### config.mk
export PLATFORM = sky130hd
export DESIGN_NAME = tmr_top
export DESIGN_NICKNAME = d
export VERILOG_FILES = /design/src/tmr_pkg.sv /design/src/tmr_chan.sv /design/src/tmr_top.sv
export SDC_FILE = /design/constraint.sdc
export NUM_CORES = 1
export LEC_CHECK = 0
export BUFFER_PORTS_ARGS = -buffer_cell sky130_fd_sc_hd__buf_2
export CORE_MARGIN = 8
export CORE_UTILIZATION = 57
export DETAILED_ROUTE_END_ITERATION = 10
export MAX_ROUTING_LAYER = met4
export PLACE_DENSITY = 0.8
export SLEW_MARGIN = 25
export SYNTH_ARGS = -nofsm -noshare
export SYNTH_HDL_FRONTEND = slang
export SYNTH_SLANG_ARGS = --single-unit
### constraint.sdc
create_clock -name core_clk_in -period 2.89 [get_ports core_clk_in]
set_input_delay 0.1445 -clock core_clk_in [delete_from_list [all_inputs] [get_ports core_clk_in]]
set_output_delay 0.1445 -clock core_clk_in [all_outputs]
set_load 0.005 [all_outputs]
### src/tmr_pkg.sv
// package: register map, field layout and encodings for the capture/compare timer
//
// Contract
// - one 16-bit counter shared by three capture/compare channels
// - interrupt on counter overflow and on each channel event
// - channel zero has no pin output; period, capture and interrupt only
// - in up mode channel zero value sets the wrap count
// - real-time counter overflow pulses feed channel zero capture input A
// - remap bit picks one of two pin groups for capture inputs
// - pwm outputs reach both pin groups; function select and hiz trigger gate
// - timer output modulates serial transmit line for infrared diode
// - five infrared controls: enable, polarity, mode, source, software data
// - selected hiz trigger forces all timer output pads high impedance
// - hiz select 0 takes comparator output, 1 takes a port pin
package tmr_pkg;
	localparam int          NUM_CH       = 3;
	localparam int          CNT_W        = 16;
	// byte offsets of the registers
	localparam logic [7:0]  OFS_CTRL     = 8'h00;
	localparam logic [7:0]  OFS_COUNT    = 8'h04;
	localparam logic [7:0]  OFS_CH0      = 8'h08;
	localparam logic [7:0]  OFS_CH_STEP  = 8'h04;
	localparam logic [7:0]  OFS_CCTL0    = 8'h14;
	localparam logic [7:0]  OFS_STATUS   = 8'h20;
	localparam logic [7:0]  OFS_MASK     = 8'h24;
	localparam logic [7:0]  OFS_SYSCFG   = 8'h28;
	// ctrl fields
	localparam int          CTRL_CLK_LSB = 0;
	localparam int          CTRL_MODE_LSB = 2;
	localparam int          CTRL_CLR_BIT = 4;
	// channel control fields
	localparam int          CC_CAP_BIT   = 0;
	localparam int          CC_SEL_LSB   = 1;
	localparam int          CC_EDGE_LSB  = 3;
	localparam int          CC_OMODE_LSB = 5;
	// system config fields
	localparam int          SC_REMAP_BIT = 0;
	localparam int          SC_IR_ENABLE_BIT = 1;
	localparam int          SC_IRPOL_BIT = 2;
	localparam int          SC_IRMOD_BIT = 3;
	localparam int          SC_IRSRC_BIT = 4;
	localparam int          SC_IRDAT_BIT = 5;
	localparam int          SC_HZSEL_BIT = 6;
	localparam int          SC_HZEN_BIT  = 7;
	// status bits: 0 overflow, 1..3 channels
	localparam int          ST_OVF_BIT   = 0;
	localparam int          ST_W         = 4;
	localparam logic [CNT_W-1:0] CNT_MAX = 16'hFFFF;
	localparam logic [CNT_W-1:0] CNT_ZERO = 16'h0000;
	// counting modes
	typedef enum logic [1:0] {
		MODE_STOP = 2'h0,
		MODE_UP   = 2'h1,
		MODE_CONT = 2'h2,
		MODE_UPDN = 2'h3
	} mode_t;
	// capture input selection
	localparam logic [1:0]  CAP_A = 2'h0;
	localparam logic [1:0]  CAP_B = 2'h1;
	localparam logic [1:0]  CAP_GND = 2'h2;
	localparam logic [1:0]  CAP_VCC = 2'h3;
	// bus states
	typedef enum logic [1:0] {
		BUS_IDLE = 2'b01,
		BUS_DATA = 2'b10
	} bus_st_t;
	localparam logic [1:0]  HTRANS_NONSEQ = 2'h2;
endpackage

### src/tmr_chan.sv
// capture/compare channel: capture mux, edge detect, compare, output unit
`timescale 1ns/100ps
module tmr_chan
	import tmr_pkg::*;
#(
	parameter int W = CNT_W
) (
	input  wire logic         core_clk_in,
	input  wire logic         rst_n_in,
	input  wire logic         tick_in,
	input  wire logic [W-1:0] count_in,
	input  wire logic [W-1:0] period_in,
	input  wire logic         cap_mode_in,
	input  wire logic [1:0]   cap_sel_in,
	input  wire logic [1:0]   cap_edge_in,
	input  wire logic [2:0]   out_mode_in,
	input  wire logic         cap_a_in,
	input  wire logic         cap_b_in,
	input  wire logic         wr_in,
	input  wire logic [W-1:0] wdata_in,
	output logic      [W-1:0] value_out,
	output logic              event_out,
	output logic              pwm_out
);
	logic [W-1:0] value_q, value_d;
	logic         cin_q, cin_d, pwm_q, pwm_d;
	logic         cin, rise, fall, hit, wrap;

	// refuse widths the count and capture paths cannot serve
	if (W < 2 || W > 32) begin : g_bad_width
		$error("channel width out of range");
	end

	// capture input multiplexer
	always_comb begin
		case (cap_sel_in)
			CAP_A:   cin = cap_a_in;
			CAP_B:   cin = cap_b_in;
			CAP_GND: cin = 1'b0;
			default: cin = 1'b1;
		endcase
	end

	assign rise = cin & ~cin_q;
	assign fall = ~cin & cin_q;
	assign hit  = tick_in & (count_in == value_q);
	assign wrap = tick_in & (count_in == period_in);

	// capture or compare next state
	always_comb begin
		value_d   = value_q;
		cin_d     = cin;
		pwm_d     = pwm_q;
		event_out = 1'b0;
		if (cap_mode_in) begin
			if ((cap_edge_in[0] & rise) | (cap_edge_in[1] & fall)) begin
				value_d   = count_in;
				event_out = 1'b1;
			end
		end else if (hit) begin
			event_out = 1'b1;
			case (out_mode_in)
				3'h1: pwm_d = 1'b1;
				3'h4: pwm_d = ~pwm_q;
				3'h5: pwm_d = 1'b0;
				3'h7: pwm_d = 1'b0;
				default: pwm_d = pwm_q;
			endcase
		end else if (wrap && out_mode_in == 3'h7) begin
			pwm_d = 1'b1;
		end
		if (wr_in) begin
			value_d = wdata_in;
		end
	end

	always_ff @(posedge core_clk_in or negedge rst_n_in) begin
		if (!rst_n_in) begin
			value_q <= '0;
			cin_q   <= 1'b0;
			pwm_q   <= 1'b0;
		end else begin
			value_q <= value_d;
			cin_q   <= cin_d;
			pwm_q   <= pwm_d;
		end
	end

	assign value_out = value_q;
	assign pwm_out   = pwm_q;
endmodule

### src/tmr_top.sv
// timer top: counter, ahb-lite registers, pin routing, infrared and hiz
//
// The AHB-Lite slave port and the register addresses are this design's own decisions.
`timescale 1ns/100ps
module tmr_top
	import tmr_pkg::*;
(
	input  wire logic        core_clk_in,
	input  wire logic        rst_n_in,
	input  wire logic        hsel_in,
	input  wire logic [31:0] haddr_in,
	input  wire logic [1:0]  htrans_in,
	input  wire logic        hwrite_in,
	input  wire logic [2:0]  hsize_in,
	input  wire logic [31:0] hwdata_in,
	input  wire logic        hready_in,
	output logic      [31:0] hrdata_out,
	output logic             hreadyout_out,
	output logic             hresp_out,
	input  wire logic        ext_timer_clock_in,
	input  wire logic        aux_clock_in,
	input  wire logic        subsystem_clock_in,
	input  wire logic        touch_internal_clock_in,
	input  wire logic        rtc_overflow_in,
	input  wire logic        low_freq_clock_in,
	input  wire logic        comparator_in,
	input  wire logic        touch_capture_in,
	input  wire logic [1:0]  grp0_pin_in,
	input  wire logic [1:0]  grp1_pin_in,
	input  wire logic        hiz_pin_in,
	input  wire logic [1:0]  grp0_func_sel_in,
	input  wire logic [1:0]  grp1_func_sel_in,
	input  wire logic        serial_tx_in,
	output logic      [1:0]  grp0_pwm_out,
	output logic      [1:0]  grp0_pwm_oe_out,
	output logic      [1:0]  grp1_pwm_out,
	output logic      [1:0]  grp1_pwm_oe_out,
	output logic             infrared_out,
	output logic             output_hiz_trigger_out,
	output logic             irq_out
);
	// synchronisers for all asynchronous pins and clocks
	localparam int SYNC_W = 14;
	logic [SYNC_W-1:0] s1_q, s2_q;
	logic [3:0]        s3_q; // only the clock sources need a third stage for edge detect
	logic [SYNC_W-1:0] raw;
	assign raw = {ext_timer_clock_in, aux_clock_in, subsystem_clock_in, touch_internal_clock_in,
		rtc_overflow_in, low_freq_clock_in, comparator_in, touch_capture_in,
		grp0_pin_in, grp1_pin_in, hiz_pin_in, serial_tx_in};
	always_ff @(posedge core_clk_in or negedge rst_n_in) begin
		if (!rst_n_in) begin
			s1_q <= '0;
			s2_q <= '0;
			s3_q <= '0;
		end else begin
			s1_q <= raw;
			s2_q <= s1_q;
			s3_q <= s2_q[13:10];
		end
	end
	logic [3:0] clk_sync, clk_prev;
	logic       rtc_s, lfc_s, cmp_s, tch_s, hzp_s, tx_s;
	logic [1:0] g0_s, g1_s;
	assign clk_sync = s2_q[13:10];
	assign clk_prev = s3_q;
	assign rtc_s = s2_q[9];
	assign lfc_s = s2_q[8];
	assign cmp_s = s2_q[7];
	assign tch_s = s2_q[6];
	assign g0_s  = s2_q[5:4];
	assign g1_s  = s2_q[3:2];
	assign hzp_s = s2_q[1];
	assign tx_s  = s2_q[0];

	// registers
	logic [4:0]        ctrl_q, ctrl_d;
	logic [CNT_W-1:0]  count_q, count_d;
	logic              dir_down_q, dir_down_d;
	logic [5:0]        cctl_q [NUM_CH], cctl_d [NUM_CH];
	logic [ST_W-1:0]   status_q, status_d, mask_q, mask_d;
	logic [7:0]        syscfg_q, syscfg_d;
	mode_t             mode;
	logic [1:0]        clk_sel;
	logic              tick, ovf;
	logic [3:0]        clk_rise;
	logic [NUM_CH-1:0] ch_event, ch_pwm, ch_wr;
	logic [CNT_W-1:0]  ch_val [NUM_CH];

	// bus address phase capture
	bus_st_t    bus_q, bus_d;
	logic [7:0] addr_q, addr_d;
	logic       wr_q, wr_d;
	logic       bus_wr;

	assign mode    = mode_t'(ctrl_q[CTRL_MODE_LSB +: 2]);
	assign clk_sel = ctrl_q[CTRL_CLK_LSB +: 2];
	assign clk_rise = clk_sync & ~clk_prev;
	assign tick    = clk_rise[clk_sel] & (mode != MODE_STOP);
	assign bus_wr  = (bus_q == BUS_DATA) & wr_q;

	// decode a channel register from a byte offset
	function automatic logic is_ch(input logic [7:0] a, input logic [7:0] base, input int i);
		is_ch = (a == base + 8'(i) * OFS_CH_STEP);
	endfunction

	// counter next state
	always_comb begin
		count_d    = count_q;
		dir_down_d = dir_down_q;
		ovf        = 1'b0;
		if (tick) begin
			case (mode)
				MODE_UP: begin
					if (count_q >= ch_val[0]) begin
						count_d = CNT_ZERO;
						ovf     = 1'b1;
					end else begin
						count_d = count_q + 16'h0001;
					end
				end
				MODE_CONT: begin
					count_d = count_q + 16'h0001;
					ovf     = (count_q == CNT_MAX);
				end
				MODE_UPDN: begin
					if (dir_down_q) begin
						count_d = count_q - 16'h0001;
						if (count_q == 16'h0001) begin
							dir_down_d = 1'b0;
							ovf        = 1'b1;
						end
					end else if (count_q >= ch_val[0]) begin
						count_d    = count_q - 16'h0001;
						dir_down_d = 1'b1;
					end else begin
						count_d = count_q + 16'h0001;
					end
				end
				default: count_d = count_q;
			endcase
		end
		if (bus_wr && addr_q == OFS_COUNT) begin
			count_d = hwdata_in[CNT_W-1:0];
		end
		if (bus_wr && addr_q == OFS_CTRL && hwdata_in[CTRL_CLR_BIT]) begin
			count_d    = CNT_ZERO;
			dir_down_d = 1'b0;
		end
	end

	// register file next state; hardware set wins over write-one clear
	always_comb begin
		ctrl_d   = ctrl_q;
		mask_d   = mask_q;
		syscfg_d = syscfg_q;
		status_d = status_q;
		for (int i = 0; i < NUM_CH; i++) begin
			cctl_d[i] = cctl_q[i];
			if (bus_wr && is_ch(addr_q, OFS_CCTL0, i)) begin
				cctl_d[i] = hwdata_in[5:0];
			end
		end
		if (bus_wr) begin
			case (addr_q)
				OFS_CTRL:   ctrl_d   = {1'b0, hwdata_in[3:0]};
				OFS_MASK:   mask_d   = hwdata_in[ST_W-1:0];
				OFS_SYSCFG: syscfg_d = hwdata_in[7:0];
				OFS_STATUS: status_d = status_q & ~hwdata_in[ST_W-1:0];
				default:    ctrl_d   = ctrl_q;
			endcase
		end
		status_d = status_d | {ch_event, ovf};
	end

	always_ff @(posedge core_clk_in or negedge rst_n_in) begin
		if (!rst_n_in) begin
			ctrl_q     <= '0;
			count_q    <= CNT_ZERO;
			dir_down_q <= 1'b0;
			status_q   <= '0;
			mask_q     <= '0;
			syscfg_q   <= '0;
			for (int i = 0; i < NUM_CH; i++) begin
				cctl_q[i] <= '0;
			end
		end else begin
			ctrl_q     <= ctrl_d;
			count_q    <= count_d;
			dir_down_q <= dir_down_d;
			status_q   <= status_d;
			mask_q     <= mask_d;
			syscfg_q   <= syscfg_d;
			for (int i = 0; i < NUM_CH; i++) begin
				cctl_q[i] <= cctl_d[i];
			end
		end
	end

	assign irq_out = |(status_q & mask_q);

	// capture input routing per channel
	logic [NUM_CH-1:0] cap_a, cap_b;
	assign cap_a[0] = rtc_s;
	assign cap_b[0] = lfc_s;
	assign cap_a[1] = syscfg_q[SC_REMAP_BIT] ? g1_s[0] : g0_s[0];
	assign cap_a[2] = syscfg_q[SC_REMAP_BIT] ? g1_s[1] : g0_s[1];
	assign cap_b[1] = cmp_s;
	assign cap_b[2] = tch_s;

	generate
		for (genvar g = 0; g < NUM_CH; g++) begin : g_ch
			assign ch_wr[g] = bus_wr & is_ch(addr_q, OFS_CH0, g);
			tmr_chan #(.W(CNT_W)) u_chan (
				.core_clk_in (core_clk_in),
				.rst_n_in    (rst_n_in),
				.tick_in     (tick),
				.count_in    (count_q),
				.period_in   (ch_val[0]),
				.cap_mode_in (cctl_q[g][CC_CAP_BIT]),
				.cap_sel_in  (cctl_q[g][CC_SEL_LSB +: 2]),
				.cap_edge_in (cctl_q[g][CC_EDGE_LSB +: 2]),
				.out_mode_in (cctl_q[g][CC_OMODE_LSB] ? 3'h7 : 3'h0),
				.cap_a_in    (cap_a[g]),
				.cap_b_in    (cap_b[g]),
				.wr_in       (ch_wr[g]),
				.wdata_in    (hwdata_in[CNT_W-1:0]),
				.value_out   (ch_val[g]),
				.event_out   (ch_event[g]),
				.pwm_out     (ch_pwm[g])
			);
		end
	endgenerate

	// hiz trigger source and pad enables; channel zero has no pad
	logic hiz;
	assign hiz = syscfg_q[SC_HZEN_BIT] & (syscfg_q[SC_HZSEL_BIT] ? hzp_s : cmp_s);
	assign output_hiz_trigger_out = hiz;
	assign grp0_pwm_out    = ch_pwm[2:1];
	assign grp1_pwm_out    = ch_pwm[2:1];
	assign grp0_pwm_oe_out = grp0_func_sel_in & {2{~hiz}};
	assign grp1_pwm_oe_out = grp1_func_sel_in & {2{~hiz}};

	// infrared modulation of the serial line
	logic ir_data, ir_mod, ir_q, ir_d;
	always_comb begin
		ir_data = syscfg_q[SC_IRSRC_BIT] ? syscfg_q[SC_IRDAT_BIT] : tx_s;
		if (syscfg_q[SC_IRMOD_BIT]) begin
			ir_mod = ir_data ? ch_pwm[1] : ch_pwm[2];
		end else begin
			ir_mod = ir_data & ch_pwm[1];
		end
		if (syscfg_q[SC_IR_ENABLE_BIT]) begin
			ir_d = ir_mod ^ syscfg_q[SC_IRPOL_BIT];
		end else begin
			ir_d = tx_s;
		end
	end
	always_ff @(posedge core_clk_in or negedge rst_n_in) begin
		if (!rst_n_in) begin
			ir_q <= 1'b0;
		end else begin
			ir_q <= ir_d;
		end
	end
	assign infrared_out = ir_q;

	// ahb-lite slave: zero wait, okay always
	always_comb begin
		bus_d  = bus_q;
		addr_d = addr_q;
		wr_d   = wr_q;
		if (hready_in) begin
			if (hsel_in && htrans_in == HTRANS_NONSEQ) begin
				bus_d  = BUS_DATA;
				addr_d = haddr_in[7:0];
				wr_d   = hwrite_in;
			end else begin
				bus_d = BUS_IDLE;
				wr_d  = 1'b0;
			end
		end
	end
	always_ff @(posedge core_clk_in or negedge rst_n_in) begin
		if (!rst_n_in) begin
			bus_q  <= BUS_IDLE;
			addr_q <= '0;
			wr_q   <= 1'b0;
		end else begin
			bus_q  <= bus_d;
			addr_q <= addr_d;
			wr_q   <= wr_d;
		end
	end

	// read data mux; unmapped reads zero
	always_comb begin
		hrdata_out = 32'h0000_0000;
		case (addr_q)
			OFS_CTRL:   hrdata_out[4:0]        = ctrl_q;
			OFS_COUNT:  hrdata_out[CNT_W-1:0]  = count_q;
			OFS_STATUS: hrdata_out[ST_W-1:0]   = status_q;
			OFS_MASK:   hrdata_out[ST_W-1:0]   = mask_q;
			OFS_SYSCFG: hrdata_out[7:0]        = syscfg_q;
			default: begin
				for (int i = 0; i < NUM_CH; i++) begin
					if (is_ch(addr_q, OFS_CH0, i)) hrdata_out[CNT_W-1:0] = ch_val[i];
					if (is_ch(addr_q, OFS_CCTL0, i)) hrdata_out[5:0] = cctl_q[i];
				end
			end
		endcase
	end
	assign hreadyout_out = 1'b1;
	assign hresp_out     = 1'b0;

	// checks
	ovf_sets_a: assert property (@(posedge core_clk_in) disable iff (!rst_n_in)
		ovf |=> status_q[ST_OVF_BIT]) else $error("overflow flag not set");
	irq_level_a: assert property (@(posedge core_clk_in) disable iff (!rst_n_in)
		(|(status_q & mask_q)) == irq_out) else $error("irq mismatch");
	up_wrap_a: assert property (@(posedge core_clk_in) disable iff (!rst_n_in)
		(tick && mode == MODE_UP && count_q >= ch_val[0] && !bus_wr) |=> count_q == CNT_ZERO)
		else $error("up mode wrap wrong");
	hiz_pads_a: assert property (@(posedge core_clk_in) disable iff (!rst_n_in)
		hiz |-> (grp0_pwm_oe_out == 2'h0 && grp1_pwm_oe_out == 2'h0)) else $error("pads not hiz");
	both_grp_a: assert property (@(posedge core_clk_in) disable iff (!rst_n_in)
		grp0_pwm_out == grp1_pwm_out) else $error("groups differ");
	cont_inc_a: assert property (@(posedge core_clk_in) disable iff (!rst_n_in)
		(tick && mode == MODE_CONT && !bus_wr) |=> count_q == $past(count_q) + 16'h0001)
		else $error("count not incremented");
	ir_off_a: assert property (@(posedge core_clk_in) disable iff (!rst_n_in)
		!syscfg_q[SC_IR_ENABLE_BIT] |=> infrared_out == $past(tx_s)) else $error("ir bypass wrong");
	hz_sel_a: assert property (@(posedge core_clk_in) disable iff (!rst_n_in)
		(syscfg_q[SC_HZEN_BIT] && !syscfg_q[SC_HZSEL_BIT]) |-> hiz == cmp_s) else $error("hiz src");
endmodule

Word level (Yosys, flattened, before mapping)
Cells that the tools add are included.
{"block": "classes", "bitwise": 45, "eq_ne": 36, "reduce_logical": 43, "n_addsub": 2, "muxes": 70, "n_lt_le_gt_ge": 2}
{"op": "$mux W16", "count": 19}
{"op": "$eq A16 B16 Y1", "count": 3}
{"op": "$pmux W16 S3", "count": 1}
{"op": "$eq A8 B5 Y1 const B", "count": 4}
{"op": "$mux W1", "count": 31}
{"op": "$eq A8 B6 Y1 const B", "count": 3}
{"op": "$and A1 B1 Y1", "count": 22}
{"op": "$reduce_bool A2 Y1", "count": 11}
{"op": "$pmux W1 S3", "count": 7}
{"op": "$pmux W4 S5", "count": 1}
{"op": "$eq A3 B3 Y1 const B", "count": 6}
{"op": "$mux W6", "count": 3}
{"op": "$reduce_and A2 Y1", "count": 9}
{"op": "$add A16 B1 Y16 const B", "count": 1}
{"op": "$eq A16 B1 Y1 const B", "count": 1}
{"op": "$eq A16 B16 Y1 const B", "count": 1}
{"op": "$eq A8 B4 Y1 const B", "count": 2}
{"op": "$ge A16 B16 Y1", "count": 1}
{"op": "$pmux W8 S2", "count": 1}
{"op": "$sub A16 B1 Y16 const B", "count": 1}
{"op": "$eq A2 B2 Y1 const B", "count": 7}
{"op": "$and A4 B4 Y4", "count": 3}
{"op": "$not A1 Y1", "count": 11}
{"op": "$logic_and A1 B1 Y1", "count": 9}
{"op": "other kinds (24)", "count": 40}
{"block": "word_totals", "reg_bits": 152, "inputBits": 92, "out_inout_bits": 45, "wordCells": 222}

Logic depth before layout (Yosys ltp)
Gate-level depths: netlist of the first run.
{"block": "logic_depth", "depth_word": 9, "depth_mapped": 12, "mapped_depth_nobuf": 10}

Modules after synthesis
A second synthesis of the first run with hierarchy kept.
{"block": "hier_totals", "cells_unflattened": 956, "area_unflattened_um2": 10099.7}
{"mod": "tmr_top", "cells_each": 614, "instances": 1, "area_each_um2": 5974.5, "seq_area_each_um2": 2478.6}
{"mod": "tmr_chan", "cells_each": 114, "instances": 3, "area_each_um2": 1375.1, "seq_area_each_um2": 450.4}

Worst setup path after synthesis of the first run
OpenSTA, ideal clock, no wires.
{"block": "synth_path", "path_type": "flip-flop to flip-flop", "startpoint": "reg count_q[0]", "endpoint": "reg count_q[13]", "period_less_slack_ps": 2480, "arrival_time_ps": 2398, "setup_slack_ps": 410, "path_stages_with_launch": 12, "setup_ps": 82, "n_path_buf": 1, "required_ps": 2808, "path_cell_list": "dfrtp_1 -> buf_2 -> clkinv_1 -> ha_1 -> nor2b_1 -> o211ai_1 -> a2111o_1 -> and4_1 -> a21boi_4 -> a22oi_1 -> or2_0 -> a31oi_1"}
{"block": "synth_via", "elab_chain_len": 7, "elab_cells_between_ends": 10, "cone_classes": "add/sub: 2; order compare: 1; mux: 7"}
{"item": "start, declared", "line_no": "tmr_top.sv:77", "rtl": "logic [CNT_W-1:0] count_q, count_d;"}
{"item": "start signal, assigned", "line_no": "tmr_top.sv:188", "rtl": "count_q <= count_d;"}
{"item": "$add A16 B1 Y16 (tied with other cells)", "line_no": "tmr_top.sv:118, tmr_top.sv:122, tmr_top.sv:136"}
{"item": "$mux W16", "line_no": "tmr_top.sv:132", "rtl": "end else if (count_q >= ch_val[0]) begin"}
{"item": "$mux W16", "line_no": "tmr_top.sv:126", "rtl": "if (dir_down_q) begin"}
{"item": "$pmux W16 S3 (*)", "line_no": "tmr_top.sv:112", "rtl": "case (mode)"}
{"item": "$mux W16 (*)", "line_no": "tmr_top.sv:111", "rtl": "if (tick) begin"}
{"item": "$mux W16 (*)", "line_no": "tmr_top.sv:142", "rtl": "if (bus_wr && addr_q == OFS_COUNT) begin"}
{"item": "$mux W16 (*)", "line_no": "tmr_top.sv:145", "rtl": "if (bus_wr && addr_q == OFS_CTRL && hwdata_in[CTRL_CLR_BIT]) begin"}
Mark *: on every way between the ends. The rest lies on a longest branch, timed or not. The select of a mux whose other input is x is not followed.
A chain may end at the register's enable or synchronous reset.

Worst setup path in the final report of the first run
{"block": "layout_path", "startpoint": "reg addr_q[1]", "endpoint": "out hrdata_out[5]"}
{"block": "layout_via", "elab_chain_len": 9, "elab_cells_between_ends": 20, "cone_classes": "eq/ne: 10; mux: 8; reduce/logical: 2"}
{"item": "start, declared", "line_no": "tmr_top.sv:91", "rtl": "logic [7:0] addr_q, addr_d;"}
{"item": "start signal, assigned", "line_no": "tmr_top.sv:290", "rtl": "addr_q <= addr_d;"}
{"item": "$eq A8 B4 Y1", "line_no": "tmr_top.sv:103", "rtl": "is_ch = (a == base + 8'(i) * OFS_CH_STEP);"}
{"item": "$mux W16", "line_no": "tmr_top.sv:306", "rtl": "if (is_ch(addr_q, OFS_CH0, i)) hrdata_out[CNT_W-1:0] = ch_val[i];"}
{"item": "$mux W16", "line_no": "tmr_top.sv:298", "rtl": "case (addr_q)"}
{"item": "$mux W6", "line_no": "tmr_top.sv:307", "rtl": "if (is_ch(addr_q, OFS_CCTL0, i)) hrdata_out[5:0] = cctl_q[i];"}
{"item": "$mux W16", "line_no": "tmr_top.sv:306"}
{"item": "$mux W6", "line_no": "tmr_top.sv:307"}
{"item": "$mux W16", "line_no": "tmr_top.sv:306"}
{"item": "$mux W6", "line_no": "tmr_top.sv:307"}
{"item": "$pmux W3 S3 (*)", "line_no": "tmr_top.sv:298"}
{"item": "end, declared", "line_no": "tmr_top.sv:17", "rtl": "output logic [31:0] hrdata_out,"}
Marks and branches as above.

==> results by group, run 1 <==
Status
  – Run status: complete, no violations

Timing
  – Worst slew margin: 57.6%
  – Finish-stage setup viols: 0
  – Max Clock Freq: 364 MHz
  – Final worst setup slack: 0.144 ns
  – Final period util: 95.0%
  – Final min period: 2.75 ns
  – RSZ-0062 raised after global routing: true
  – Clock skew: 0.00704 ns
  – Final hold viol count: 0
  – Final Slew Violations: 0
  – Worst Max-Slew Pin Slew: 0.636 ns

Die
  – Core Box Area: 15000 um^2
  – DIE AREA: 19400 um^2
  – Num rows: 45
  – Die width: 139 um
  – IO Pins: 137
  – Initial Util: 57.6%
  – Die H: 139 um

Logic synthesis
  – Sequential fraction of the synthesis area: 44.0%
  – Number of synthesized flops with an enable pin: 0
  – Synth Area in Simple Gates: 12.9%
  – Dominant cell type by area after synthesis: dfrtp_1
  – Synth Instances: 886
  – Multiplexer area fraction after synthesis: 11.3%
  – Post-Synth Adder-Cell Area: 3.33%
  – Synth Area per Inst: 9.77 um^2
  – Synth Area in Compound Gates: 17.9%
  – Top-area cell type share of the netlist area: 43.7%
  – Ys flop type: dfrtp_1
  – Seq cells post-synth: 152
  – Yosys cell types: 73
  – Post-Synthesis Cell Area: 8650 um^2
  – Area contributors post-synth: dfrtp_1 44%, mux2_2 5.7%, mux2i_1 5.6%
  – Combinational family with the most area after synthesis: compound AO/OA/AOI/OAI gates
  – Post-synth ARST share: 100%
  – Ys Warns: 0
  – Synth Area in XOR/XNOR: 4.05%

Drt
  – First-pass DRT Iterations: 10
  – 1st-iter DRT viols: 1169
  – Via count: 7487
  – WL final: 25.1 mm
  – Drt drc: 0
  – Average wire per standard cell: 21.1 um
  – Post-DRT Antenna Nets: 0
  – Vias/cell: 6.30

Clocking
  – Worst skew pair latency: 0.43 ns
  – Max clock buf depth: 2
  – CTS buffer count: 17
  – Root buffer cell: clkbuf_16
  – CTS tree: done
  – Post-CTS setup buffer count: 0
  – Clk sinks: 152
  – CTS H-tree lvls: 4
  – Worst-path clk slew: 0.06 ns

Global route
  – Vias in the first global route: 7393
  – Initial antenna violation count: 0
  – First-pass GRT wire length: 40.3 mm
  – GRT Resource Usage Total: 27.2%
  – Grt total ovfl: 0
  – Pin count of the biggest net entering global routing: 69

Pwr
  – Power Dens Cells: 871 nW/um^2
  – P_leak: 4.62 nW
  – Max VDD drop: 0.000538 V

Placed design
  – Hpwl dp: 17.1 mm
  – Final GP Congestion: 0.960
  – Placed insts: 1129
  – Worst slack at placement: 0.260 ns
  – I/O Buffers: 75

Cells and area
  – Non-filler cells, final: 1189
  – NumNets Final: 1103
  – Fillers: 1156
  – Share of cells above drive strength 1: 22.1%
  – Commonest non-fill, non-tap cell in the layout: dfrtp_1
  – Area of the multi-input gates: 4380 um^2
  – Antenna cell count: 0
  – FF/Latch Area: 3800 um^2
  – P&R area growth vs syn: 17.0%
  – Most frequent cells in the layout: 151 x dfrtp_1, 89 x nand2_1, 74 x buf_2, 56 x o21ai_0, 51 x nor2_1

Critical path
  – CP Launch Type: register
  – WS Path Type: register to primary output
  – Worst Reg-to-Reg Cells: 10
  – CP Max Fanout: 7
  – Critical Path RT: 2.75 ns
  – Crit path capture type: primary output
  – CP arrival: 2.60 ns

Min path
  – Worst Hold Path Cells: 3
  – Worst hold path class: input port to register

Flow run
  – Max_cap viols: 0
-- state kept, by name (all words and copies together), names as in the netlist, 2 cells and up --
| register | cells |
|---|---|
| g_ch.u_chan.pwm_out | 2 |
| g_ch.u_chan.cin_q | 3 |
| g_ch.u_chan.value_out | 48 |
| mask_q | 4 |
| syscfg_q | 8 |
| s2_q | 14 |
| status_q | 4 |
| addr_q | 8 |
| s1_q | 14 |
| bus_q | 2 |
| ctrl_q | 4 |
| clk_prev | 4 |
| count_q | 16 |
| cctl_q | 18 |
-- worst max-delay path: stages, from the launching register on --
cell      delay [ns]
dfrtp_1         0.39
nor2_1          0.09
nand3b_1        0.25
nor2_2          0.15
a222oi_1        0.44
a21oi_1         0.14
a211oi_1        0.23
a21oi_1         0.06
a221o_1         0.29
buf_2           0.14
-- area by class of cell --
cell class	count	area share [%]
Timing Repair Buffer	143	9.62
Clock buffer	18	4.34
Inverter	35	1.30
Sequential cell	152	37.6
Clock inverter	14	1.59
Tap cell	188	2.32
Multi-Input combinational cell	639	43.3
-- where the power goes --
group	internal, mW	leakage (nW)	switching (mW)
clock	1.32	0.290	0.953
sequential	2.58	1.86	0.453
combinational	1.44	2.48	2.08
-- logic make-up after synthesis --
kind of cell | Yosys count
fa+ha+maj | 23
flops | 152
mux | 92
buf+inv | 111
xor+xnor | 40
other cells | 2
simple gates | 237
compound gates | 229
-- timing repair --
action                                  4_1_cts  5_1_grt
endpoints found under the hold margin        94        0
endpoints found under the setup margin        0        7
gates resized for setup                       0        6
hold buffers                                 28        0
-- stage by stage --
stage	hold WS [ns]	instance area, um^2	utilization [%]	power [mW]	setup TNS [ns]
2_1_floorplan	-0.151	8710	-	5.36	0
3_3_place_gp	0.188	9230	61.4	6.35	0
3_5_place_dp	0.193	9230	61.4	6.42	0
4_1_cts	0.00893	10100	67.2	8.73	0
5_1_grt	0.0236	10100	67.4	9.31	-0.00455
6_report	0.0277	10100	67.4	8.82	0
-- layer usage --
layer	routed length, um	vias up	GRT usage [%]
li1	-	3375	-
met1	9920	3614	33.9
met2	12100	430	42.8
met3	2290	68	4.99
met4	819	0	11.8
met5	0	-	-
-- final timing paths --
kind / startpoint / to / slack [ns]
worst max register to register: g_ch[0].u_chan.value_out[9] / count_q[13] / 0.19
worst min register to register: s1_q[0] / s2_q[0] / 0.35
worst max-delay path: addr_q[1] / hrdata_out[5] / 0.14
max in group asynchronous: rst_n_in / bus_q[0] / 1.79
worst min-delay path: hwdata_in[10] / g_ch[0].u_chan.value_out[10] / 0.03
min in group asynchronous: rst_n_in / s2_q[0] / 0.30
-- cell usage after synthesis, types with 5 or more instances --
cell / instances
ha_1: 23
nand3_1: 15
mux2i_1: 48
o221ai_1: 8
nand2_1: 89
buf_2: 9
nand4_1: 13
a22oi_1: 32
a31oi_1: 9
a222oi_1: 13
and2_1: 6
xnor2_1: 34
o21ai_1: 8
a22o_1: 6
o21ai_2: 5
o21ai_0: 57
and3_1: 5
nor3_1: 20
clkbuf_1: 34
mux2_2: 44
o211ai_1: 5
a21oi_1: 47
nor2_1: 55
dfrtp_1: 151
inv_1: 34
nor4_1: 7
buf_4: 25
xor2_1: 6
Power figures use the tool's default switching activity.
==> run 2, diff against run 1 <==
--- a/config.mk
+++ b/config.mk
@@ -11,6 +11,7 @@
 export DETAILED_ROUTE_END_ITERATION = 10
 export MAX_ROUTING_LAYER = met4
 export PLACE_DENSITY = 0.8
+export RECOVER_POWER = 25
 export SLEW_MARGIN = 25
 export SYNTH_ARGS = -nofsm -noshare
 export SYNTH_HDL_FRONTEND = slang
==> results by group, run 2 (synthesis gave the netlist of run 1 again) <==
Global route
  – Grt total ovfl: 0
  – First-pass GRT wire length: 40.3 mm
  – Vias in the first global route: 7393
  – Pin count of the biggest net entering global routing: 69
  – GRT Resource Usage Total: 27.2%
  – Initial antenna violation count: 0

Die
  – Die H: 139 um
  – Num rows: 45
  – Core Box Area: 15000 um^2
  – DIE AREA: 19400 um^2
  – IO Pins: 137
  – Initial Util: 57.6%
  – Die width: 139 um

Placed design
  – I/O Buffers: 75
  – Worst slack at placement: 0.260 ns
  – Hpwl dp: 17.1 mm
  – Final GP Congestion: 0.960
  – Placed Instance Area: 9230 um^2

Cells and area
  – Commonest non-fill, non-tap cell in the layout: dfrtp_1
  – Most frequent cells in the layout: 151 x dfrtp_1, 89 x nand2_1, 74 x buf_2, 56 x o21ai_0, 51 x nor2_1
  – P&R area growth vs syn: 17.0%
  – Final core utilization: 67.3%
  – Antenna cell count: 0
  – NumNets Final: 1103
  – Fillers: 1155
  – Finished Cell Area: 10100 um^2
  – Share of cells above drive strength 1: 22.1%
  – Largest register FFs: 48

Clocking
  – Root buffer cell: clkbuf_16
  – Post-CTS setup buffer count: 0
  – Worst skew pair latency: 0.43 ns
  – Worst-path clk slew: 0.06 ns
  – CTS H-tree lvls: 4
  – Clk sinks: 152
  – Max clock buf depth: 2
  – CTS tree: done
  – CTS buffer count: 17

Critical path
  – WS Path Type: register to primary output
  – Critical Path RT: 2.75 ns
  – Flop2flop setup slack: 0.20 ns
  – Slowest Stage Delay on Critical Path: 0.43 ns
  – R2r endpoint: count_q[13]
  – Worst r2r src: g_ch[0].u_chan.value_out[9]
  – Cell class contributing the biggest share of worst-path delay: compound AO/OA/AOI/OAI gates
  – Worst-path cell chain: nor2_1 -> nand3b_1 -> nor2_2 -> a222oi_1 -> a21oi_1 -> a211oi_1 -> a21oi_1 -> a221o_1 -> buf_2
  – Most frequent CP cell: a21oi_1
  – Crit. Startpoint: addr_q[1]
  – CP Launch Type: register
  – WP depth: 9
  – Crit path capture type: primary output
  – CP arrival: 2.59 ns
  – Crit path to: hrdata_out[5]
  – CP Buf/Inv Count: 1
  – Worst Reg-to-Reg Cells: 10
  – CP max stage cell: a222oi_1
  – CP Max Fanout: 7

Drt
  – Via count: 7513
  – First-pass DRT Iterations: 8
  – WL final: 25.2 mm
  – Post-DRT Antenna Nets: 0
  – Drt drc: 0
  – Vias/cell: 6.32
  – 1st-iter DRT viols: 1170
  – Average wire per standard cell: 21.2 um

Flow run
  – Max_cap viols: 1

Timing
  – Worst slew margin: -15.2%
  – Finish-stage setup viols: 0
  – Final hold viol count: 0
  – Final worst setup slack: 0.156 ns
  – Max Clock Freq: 366 MHz
  – Final min period: 2.73 ns
  – Final period util: 94.6%
  – Final Slew Violations: 68
  – Clock skew: 0.00738 ns
  – RSZ-0062 raised after global routing: true
  – Worst Max-Slew Pin Slew: 1.73 ns

Status
  – Run status: finished with violations
  – Failing checks: capacitance limit, slew limit

Pwr
  – Max VDD drop: 0.000538 V
  – P_leak: 4.62 nW
  – Power Dens Cells: 871 nW/um^2

Min path
  – Worst hold path class: input port to register
==> run 2: cell types whose count changed in the layout (fill, tap and decap cells not counted) <==
cell,delta
buf_6,-1
clkbuf_2,+1
==> run 2: worst min-delay path by stage <==
| stage | startpoint | endpoint | slack, ns | depth (start not counted) |
|---|---|---|---|---|
| 4_1_cts | hwdata_in[8] | g_ch[0].u_chan.value_out[8] | 0.009 | 3 |
| 5_1_grt | hwdata_in[10] | g_ch[0].u_chan.value_out[10] | 0.02 | 3 |
| 6_report | hwdata_in[10] | g_ch[0].u_chan.value_out[10] | 0.03 | 3 |
| 2_1_floorplan | rst_n_in | addr_q[0] | -0.15 | 0 |
| 3_3_place_gp | rst_n_in | s1_q[0] | 0.19 | 1 |
| 3_5_place_dp | rst_n_in | syscfg_q[5] | 0.19 | 1 |
==> run 2: power by group <==
group,internal (mW),leakage (nW),switching (mW)
combinational,1.44,2.48,2.07
clock,1.32,0.290,0.954
sequential,2.58,1.86,0.450
==> run 2: layout make-up <==
class | instances | area (um^2) | area share [%]
Clock inverter | 14 | 161 | 1.59
Tap cell | 188 | 235 | 2.32
Clock buffer | 18 | 439 | 4.34
Inverter | 35 | 131 | 1.30
Sequential cell | 152 | 3800 | 37.6
Multi-Input combinational cell | 639 | 4380 | 43.3
Timing Repair Buffer | 143 | 968 | 9.57
==> run 2: per-layer routing <==
layer | track usage, % | share of wire, % | routed length [um]
met1 | 33.9 | 40 | 9970
met2 | 42.8 | 48 | 12100
met3 | 4.99 | 8.9 | 2230
met4 | 11.8 | 3.3 | 828
met5 | - | 0 | 0
==> run 2: what timing repair did <==
| item | CTS | global route |
|---|---|---|
| endpoints found under the setup margin | 0 | 7 |
| gates resized for setup | 0 | 6 |
| endpoints found under the hold margin | 94 | 0 |
| hold buffers | 28 | 0 |
==> run 2: tightest hold or removal path: stages <==
cell and delay, ns:
buf_2 0.15, nand2_1 0.06, o21ai_0 0.06
==> run 2: per-stage QoR <==
step	total power [mW]	instances	hold slack, ns	TNS [ns]
CTS	8.73	1189	0.00893	0
detailed placement	6.42	1129	0.193	0
finish	8.81	1189	0.0264	0
global placement	6.35	1129	0.188	0
floorplan	5.36	902	-0.151	0
global route	9.31	1189	0.0236	-0.00455
